File: src/verilog/wppd_pkg.sv
/*
 * Constants shared by the wide parallel port data block: register
 * indices and bus addresses, field widths, reset values, operating
 * mode codes and the bus slave state encoding.
 * Assumes a 32-bit APB and a 12-bit word-aligned local address.
 */
`default_nettype none

package wppd_pkg;

    // Port geometry: two halves of sixteen lines each.
    localparam int HALF_W = 16;
    localparam int LINES = 32;
    localparam int ADDR_W = 12;
    localparam int DATA_W = 32;

    // Printed register indices; the block base is the upper half.
    localparam logic [31:0] REG_BASE_IDX = 32'hffff83a0;
    localparam logic [31:0] UPPER_IDX = 32'hffff83a0;
    localparam logic [31:0] LOWER_IDX = 32'hffff83a2;

    // Local byte addresses: four times the index above the base.
    localparam logic [ADDR_W-1:0] UPPER_ADDR =
        12'((UPPER_IDX - REG_BASE_IDX) << 2);
    localparam logic [ADDR_W-1:0] LOWER_ADDR =
        12'((LOWER_IDX - REG_BASE_IDX) << 2);

    // Both data registers come out of power-on reset cleared.
    localparam logic [HALF_W-1:0] DATA_RESET = 16'h0000;

    // Operating mode codes as strapped by the mode pins.
    localparam logic [1:0] MODE_NOROM_NARROW = 2'h0;
    localparam logic [1:0] MODE_NOROM_WIDE = 2'h1;
    localparam logic [1:0] MODE_ROM_EXT = 2'h2;
    localparam logic [1:0] MODE_SINGLE = 2'h3;

    // Bus slave states, one-hot.
    typedef enum logic [1:0]
    {
        ST_IDLE = 2'b01,
        ST_ACK = 2'b10
    } wppd_apb_e;

endpackage

`default_nettype wire

File: src/verilog/wppd_port.sv
/*
 * Data logic of a 32-line parallel port: the upper-half and
 * lower-half data registers on an APB slave, the per-line choice
 * between general port, external data bus and other functions, and
 * the pin drivers and pin read-back.
 * Assumes direction, function selects, mode and package straps come
 * from logic on ref_clk, and that pins arrive asynchronously.
 */
`default_nettype none

module wppd_port #(
    parameter int LINES = 32
) (
    input wire logic ref_clk,
    input wire logic rstn,
    input wire logic psel,
    input wire logic penable,
    input wire logic pwrite,
    input wire logic [11:0] paddr,
    input wire logic [31:0] pwdata,
    input wire logic [3:0] pstrb,
    output logic [31:0] prdata,
    output logic pready,
    output logic pslverr,
    input wire logic [1:0] op_mode,
    input wire logic pkg_144,
    input wire logic [31:0] line_direction_bits,
    input wire logic [31:0] other_func_sel,
    input wire logic [31:0] other_func_out,
    input wire logic [31:0] other_func_oe,
    input wire logic [31:0] ext_bus_sel,
    input wire logic [31:0] ext_bus_out,
    input wire logic [31:0] ext_bus_oe,
    input wire logic [31:0] pin_in,
    output logic [31:0] pin_out,
    output logic [31:0] pin_oe,
    output logic [31:0] pin_level
);

    localparam int HW = wppd_pkg::HALF_W;

    // Register file and bus slave state.
    logic [HW-1:0] port_upper_half_data_reg;
    logic [HW-1:0] port_upper_half_data_next;
    logic [HW-1:0] port_lower_half_data_reg;
    logic [HW-1:0] port_lower_half_data_next;
    wppd_pkg::wppd_apb_e state_reg;
    wppd_pkg::wppd_apb_e state_next;
    logic [31:0] prdata_reg;
    logic [31:0] prdata_next;
    logic pready_reg;
    logic pready_next;
    logic pslverr_reg;
    logic pslverr_next;

    // Pin driver state.
    logic [31:0] pin_out_reg;
    logic [31:0] pin_out_next;
    logic [31:0] pin_oe_reg;
    logic [31:0] pin_oe_next;

    // Per-line decode.
    logic [31:0] data_all;
    logic [31:0] pin_sync;
    logic [31:0] read_view;
    logic [31:0] bus_role;
    logic [31:0] pin_present;
    logic [31:0] read_stored;
    logic [31:0] own_bus;
    logic [31:0] own_other;
    logic [31:0] own_plain;
    logic hit_upper;
    logic hit_lower;
    logic hit_any;

    // Conditioned pin levels, also offered to the bus and functions.
    // A level must pass the whole chain before software sees it, so a
    // pin caught mid-transition never reads back as a false value.
    wppd_sync #(
        .WIDTH(LINES)
    ) u_sync (
        .ref_clk(ref_clk),
        .rstn(rstn),
        .pin_async(pin_in),
        .pin_level(pin_sync)
    );

    // Writes land per byte lane, so 8 and 16-bit accesses work.
    // Lanes 2 and 3 have no register bits behind them and are dropped.
    function automatic logic [15:0] merge_lanes(
        input logic [15:0] old_val,
        input logic [15:0] new_val,
        input logic [1:0] lanes
    );
        logic [15:0] result;
        result = old_val;
        if (lanes[0])
        begin
            result[7:0] = new_val[7:0];
        end
        if (lanes[1])
        begin
            result[15:8] = new_val[15:8];
        end
        return result;
    endfunction

    // Both halves seen as one vector of line data.
    assign data_all = {port_upper_half_data_reg, port_lower_half_data_reg};

    // Per-line role: external data bus or not, and whether pinned out.
    // Mode and package are straps, but the decode stays combinational
    // so that a strap change still reaches the pins one cycle later.
    genvar gi;
    generate
        for (gi = 0; gi < LINES; gi++)
        begin : g_line
            if (gi < HW)
            begin : g_low
                // Lower lines always have pins.
                assign pin_present[gi] = 1'b1;
                // Lower lines follow the operating mode.
                assign bus_role[gi] =
                    (op_mode == wppd_pkg::MODE_NOROM_NARROW) ||
                    (op_mode == wppd_pkg::MODE_NOROM_WIDE) ||
                    ((op_mode == wppd_pkg::MODE_ROM_EXT) &&
                     ext_bus_sel[gi]);
            end
            else
            begin : g_high
                // Upper lines exist only in the large package.
                assign pin_present[gi] = pkg_144;
                // Wide ROM-less mode dedicates them to the data bus.
                assign bus_role[gi] = pkg_144 &&
                    ((op_mode == wppd_pkg::MODE_NOROM_WIDE) ||
                     (((op_mode == wppd_pkg::MODE_NOROM_NARROW) ||
                       (op_mode == wppd_pkg::MODE_ROM_EXT)) &&
                      ext_bus_sel[gi]));
            end
        end
    endgenerate

    // Output lines, and lines with no pin in the small package, read
    // their stored bit; a pinless line would otherwise return whatever
    // floats on a pad that does not exist.
    assign read_stored = line_direction_bits | ~pin_present;

    // Read view: stored bit where chosen above, live level elsewhere.
    always_comb
    begin
        read_view = (read_stored & data_all)
                  | (~read_stored & pin_sync);
    end

    // Address decode over the two register words.
    assign hit_upper = (paddr == wppd_pkg::UPPER_ADDR);
    assign hit_lower = (paddr == wppd_pkg::LOWER_ADDR);

    // Anything else in the window is refused with an error response.
    assign hit_any = hit_upper || hit_lower;

    // Bus slave: one wait state, then the answer with pready high.
    // The read word is captured when the access phase is first seen,
    // so prdata is a flop and stands still through the pready cycle.
    // Writes wait for the pready edge, so a master that abandons the
    // access early never changes a register.
    always_comb
    begin
        state_next = state_reg;
        prdata_next = prdata_reg;
        pready_next = 1'b0;
        pslverr_next = 1'b0;
        port_upper_half_data_next = port_upper_half_data_reg;
        port_lower_half_data_next = port_lower_half_data_reg;
        case (state_reg)
            wppd_pkg::ST_IDLE:
            begin
                if (psel && penable)
                begin
                    state_next = wppd_pkg::ST_ACK;
                    pready_next = 1'b1;
                    pslverr_next = !hit_any;
                    // Writes and refused reads return zero data.
                    if (pwrite || !hit_any)
                    begin
                        prdata_next = 32'h0000_0000;
                    end
                    else if (hit_upper)
                    begin
                        prdata_next = {16'h0000,
                                       read_view[31:16]};
                    end
                    else
                    begin
                        prdata_next = {16'h0000, read_view[15:0]};
                    end
                end
            end
            wppd_pkg::ST_ACK:
            begin
                // The write takes effect on the edge that sees pready.
                state_next = wppd_pkg::ST_IDLE;
                if (psel && penable && pwrite)
                begin
                    if (hit_upper)
                    begin
                        port_upper_half_data_next = merge_lanes(
                            port_upper_half_data_reg, pwdata[15:0],
                            pstrb[1:0]);
                    end
                    if (hit_lower)
                    begin
                        port_lower_half_data_next = merge_lanes(
                            port_lower_half_data_reg, pwdata[15:0],
                            pstrb[1:0]);
                    end
                end
            end
            default:
            begin
                state_next = wppd_pkg::ST_IDLE;
            end
        endcase
    end

    // Only the power-on reset clears the data; otherwise only bus writes change it.
    always_ff @(posedge ref_clk)
    begin
        if (!rstn)
        begin
            port_upper_half_data_reg <= wppd_pkg::DATA_RESET;
            port_lower_half_data_reg <= wppd_pkg::DATA_RESET;
            state_reg <= wppd_pkg::ST_IDLE;
            prdata_reg <= 32'h0000_0000;
            pready_reg <= 1'b0;
            pslverr_reg <= 1'b0;
        end
        else
        begin
            port_upper_half_data_reg <= port_upper_half_data_next;
            port_lower_half_data_reg <= port_lower_half_data_next;
            state_reg <= state_next;
            prdata_reg <= prdata_next;
            pready_reg <= pready_next;
            pslverr_reg <= pslverr_next;
        end
    end

    // Owner of each pin: bus first, then other function, then plain
    // port. The bus must win so that an extended-mode data cycle is
    // never corrupted by a port or function setting left behind.
    assign own_bus = bus_role;
    assign own_other = ~bus_role & other_func_sel;
    assign own_plain = ~bus_role & ~other_func_sel;

    // Pin drivers: each owner supplies both the level and the enable.
    always_comb
    begin
        pin_out_next = (own_bus & ext_bus_out)
                     | (own_other & other_func_out)
                     | (own_plain & data_all);
        pin_oe_next = pin_present &
                      ((own_bus & ext_bus_oe)
                     | (own_other & other_func_oe)
                     | (own_plain & line_direction_bits));
    end

    // Pin outputs are registered; all pins float after reset.
    // Registering them keeps the pads free of decode glitches when the
    // mode or direction inputs change.
    always_ff @(posedge ref_clk)
    begin
        if (!rstn)
        begin
            pin_out_reg <= 32'h0000_0000;
            pin_oe_reg <= 32'h0000_0000;
        end
        else
        begin
            pin_out_reg <= pin_out_next;
            pin_oe_reg <= pin_oe_next;
        end
    end

    // Outputs straight from flip-flops.
    assign prdata = prdata_reg;
    assign pready = pready_reg;
    assign pslverr = pslverr_reg;
    assign pin_out = pin_out_reg;
    assign pin_oe = pin_oe_reg;
    assign pin_level = pin_sync;

endmodule

`default_nettype wire

File: src/verilog/wppd_sync.sv
/*
 * Pin input conditioner: three flip-flops per line, and a filtered
 * level that follows only once the second and third stages agree.
 * Assumes the pins are asynchronous to ref_clk.
 */
`default_nettype none

module wppd_sync #(
    parameter int WIDTH = 32
) (
    input wire logic ref_clk,
    input wire logic rstn,
    input wire logic [WIDTH-1:0] pin_async,
    output logic [WIDTH-1:0] pin_level
);

    logic [WIDTH-1:0] stage1_reg;
    logic [WIDTH-1:0] stage2_reg;
    logic [WIDTH-1:0] stage3_reg;
    logic [WIDTH-1:0] level_reg;
    logic [WIDTH-1:0] level_next;

    // A line's level changes only where the last two stages agree.
    always_comb
    begin
        level_next = (stage2_reg & ~(stage2_reg ^ stage3_reg))
                   | (level_reg & (stage2_reg ^ stage3_reg));
    end

    // The first stage is read by the second stage alone.
    always_ff @(posedge ref_clk)
    begin
        if (!rstn)
        begin
            stage1_reg <= '0;
            stage2_reg <= '0;
            stage3_reg <= '0;
            level_reg <= '0;
        end
        else
        begin
            stage1_reg <= pin_async;
            stage2_reg <= stage1_reg;
            stage3_reg <= stage2_reg;
            level_reg <= level_next;
        end
    end

    assign pin_level = level_reg;

endmodule

`default_nettype wire
File: config.mk
export PLATFORM = sky130hd
export DESIGN_NAME = wppd_port
export DESIGN_NICKNAME = d
export VERILOG_FILES = /design/src/verilog/wppd_pkg.sv /design/src/verilog/wppd_port.sv /design/src/verilog/wppd_sync.sv
export SDC_FILE = /design/constraint.sdc
export NUM_CORES = 1
export LEC_CHECK = 0
export ABC_AREA = 1
export ABC_CLOCK_PERIOD_IN_PS = 3400
export BUFFER_PORTS_ARGS = -buffer_cell sky130_fd_sc_hd__buf_2
export CAP_MARGIN = 20
export CORE_MARGIN = 5
export CORE_UTILIZATION = 35
export CTS_CLUSTER_DIAMETER = 100
export CTS_CLUSTER_SIZE = 14
export DETAILED_ROUTE_END_ITERATION = 10
export PLACE_DENSITY_LB_ADDON = 0.05
export SLEW_MARGIN = 20
export SYNTH_ARGS = -nofsm -noshare
export SYNTH_HDL_FRONTEND = slang
export SYNTH_SLANG_ARGS = --single-unit
File: constraint.sdc
create_clock -name ref_clk -period 3.4 [get_ports ref_clk]
set_input_delay 0.17 -clock ref_clk [delete_from_list [all_inputs] [get_ports ref_clk]]
set_output_delay 0.17 -clock ref_clk [all_outputs]
set_load 0.01 [all_outputs]
==> summary.txt <==
Cells and area
  • Area growth syn-to-layout: 43.0%
  • Commonest cells after routing, fill and taps aside: 406 x buf_2, 353 x nand2_1, 281 x inv_1
  • Most common cell after layout, fill and taps aside: buf_2
  • Total Nets Final: 2339
  • Fin cells: around 2400
  • Share of cells above drive strength 1: roughly 25%

Global route
  • Initial antenna violation count: 2
  • Vias in the first global route: approximately 11000
  • Largest net degree at the start of global routing: 67
  • Aggregate global-route resource usage: between 20% and 30%
  • First-pass GRT wire length: around 57 mm
  • Total gr overflow: 0

Placement
  • HPWL Detailed: 28.5 mm
  • Port Buffer Count: a little over 400
  • Routability Congestion: around 0.9
  • Placed insts: around 2200

Timing
  • Highest Clock Rate: about 400 MHz
  • Final setup fails: 0
  • Final hold vios: 0
  • Slew margin rel.: 43.3%
  • RSZ-0062 raised after global routing: no
  • Final setup TNS: 0 ns
  • Slew @ Worst Pin: between 0.8 and 0.9 ns
  • Clock Skew: around 0.012 ns
  • Final Cycle Share: roughly three quarters
  • Final Critical Period: ~2.5 ns
  • Max Slew Vio Count: 0

Clocking
  • H-tree level count: 1
  • Clk Latency, worst-skew pair: ~0.5 ns
  • Clk sinks: between 200 and 250
  • CTS resizes: 0
  • CTS tree: done
  • Total CTS buffers: 21
  • Clock transition at path regs: approximately 0.07 ns
  • CTS root buf: clkbuf_16
  • Postcts setup bufs: 0
  • Cts hold-fix bufs: 167
  • CTS max path bufs: 3

Synth
  • Primary FF master, synth: dfxtp_1
  • Yosys cell types: 33
  • Register area share after synthesis: approximately 47%
  • Yosys top cell area share: 46.5%
  • YS warnings: 0
  • Post-synth top area cell: dfxtp_1
  • Synth Instances: between 1000 and 1500
  • Top post-synthesis cells by area: dfxtp_1 47%, nand2_1 13%, inv_1 10%
  • EDFF count, synth: 0
  • Post-synth ARST share: 0%
  • Synthesized cell area: roughly 10000 µm²
  • Register bit total from synthesis: about 240
  • Avg Cell Area, Syn: 7.16 µm²

Pwr
  • Clock power share: between 30% and 40%
  • IR Drop Worst-Case VDD: ~0.36 mV
  • Switch Pwr: about 1.5 mW
  • Internal power: 4.48 mW
  • Sequential power share: 49.8%
  • Leak: between 8 and 9 nW
  • Comb pwr share: roughly 14%
  • Sw Ratio: about 25%
  • P per Cell Area: 399 nW/µm²

Setup path
  • CP endpoint kind: register
  • Max stage delay on crit path: 0.57 ns
  • Levels on crit path: 9
  • Worst path cell trace: buf_2, inv_2, a21oi_1, nand3_1, dlygate4sd3_1, nand3_1, dlygate4sd3_1, nand2_1, inv_1
  • Worst Path Required: a little under 4 ns
  • Reg2reg path depth: 6
  • Worst path bufs/invs: 5
  • Slowest CP cell: dlygate4sd3_1
  • CP max FO: 18
  • Crit start category: input port
  • R2R Setup Slk: just under 2 ns
  • Arrival time at the worst endpoint: 2.95 ns
  • CP top delay family: buffers and inverters
  • WS Path Type: input port to register

Die
  • Die W: approximately 180 µm
  • Core area: 29600 µm²
  • I/O pins: 442
  • Die Height: approximately 180 µm
  • # rows: 63
  • Initial core utilization: about 35%
  • Die area: 33600 µm²

Detailed routing
  • Drt first pass iters: 5
  • Vias per cell: between 4 and 5
  • Total Wirelength: about 38 mm
  • Avg WL per Cell: between 15 and 20 µm
  • Vias post-DR: 10800
  • Post-route ant nets: 0
  • DRC: 0
  • DR iter-0 viols: approximately 570

Worst hold path
  • Hold Crit Class: input port to register
  • Hold depth: 5

Status
  • Status: completed

Run
  • Max_cap viols: 0
-- tightest hold or removal path: stages --
cell	delay [ns]
buf_2	0.08
nand3_1	0.07
nand3_1	0.09
nand2_1	0.05
inv_1	0.04
-- synth_stat cells (10+ instances only) --
master and n:
a21oi_1 44, a21oi_2 10, a21oi_4 10, buf_2 10
buf_4 21, clkbuf_1 15, dfxtp_1 244, inv_1 281
inv_2 14, nand2_1 353, nand2_2 13, nand3_1 210
nand4_1 16, nor2_1 102, o211ai_1 14, o21ai_0 59
o21ai_1 11, o21ai_2 10
-- final cells by class --
class                           count  area, µm²
Antenna cell                        1       2.50
Tap cell                          390        488
Inverter                          298       1120
Sequential cell                   244       4880
Clock buffer                       21        526
Timing Repair Buffer              579       3750
Multi-Input combinational cell    883       4220
Clock inverter                      3       21.3
Fill cell                        3101      14600
-- logic make-up after synthesis --
kind of cell	after synthesis	synth area share (%)
AO/OA/AOI/OAI	159	9.81
buffers and inverters	355	13.8
flip-flops	244	46.5
other	1	0.0357
AND/OR/NAND/NOR	708	29.8
-- power by group through the flow --
| stage | registers [mW] | logic (mW) | clock network [mW] |
|---|---|---|---|
| finish | 2.98 | 0.863 | 2.14 |
| global route | 2.99 | 0.964 | 2.32 |
| CTS | 2.98 | 0.861 | 2.23 |
| detailed placement | 3.05 | 0.671 | 0 |
| global placement | 3.05 | 0.667 | 0 |
| floorplan | 3.07 | 0.333 | 0 |
-- worst paths after layout --
path	endpoint	from
max reg2reg	prdata[0]	register
min reg2reg	u_sync.stage2_reg[30]	u_sync.stage1_reg[30]
max	pin_oe[7]	op_mode[0]
min	pin_out[29]	other_func_out[29]
-- per-stage QoR --
| stage | total power [mW] | area (µm²) | setup slack [ns] | util (%) | hold WS (ns) |
|---|---|---|---|---|---|
| after floorplan | 3.40 | 10600 | 2.17 | - | 0.268 |
| after global placement | 3.71 | 12800 | 1.34 | 43.2 | 0.350 |
| after detailed placement | 3.72 | 12800 | 1.29 | 43.2 | 0.354 |
| after CTS | 6.07 | 15000 | 0.970 | 50.6 | 0.000281 |
| after global routing | 6.28 | 15000 | 0.727 | 50.6 | 0.0418 |
| final | 5.99 | 15000 | 0.909 | 50.6 | 0.0199 |
-- per-layer routing --
metal | vias up | track usage (%) | part of all wire (%)
met5 | - | 0 | 0.035
met4 | 2 | 6.11 | 3.1
met3 | 68 | 3.41 | 5.7
met2 | 318 | 38.1 | 49
met1 | 4789 | 27.1 | 42
li1 | 5602 | - | -
Note: power is estimated with default switching activity, not from simulation.
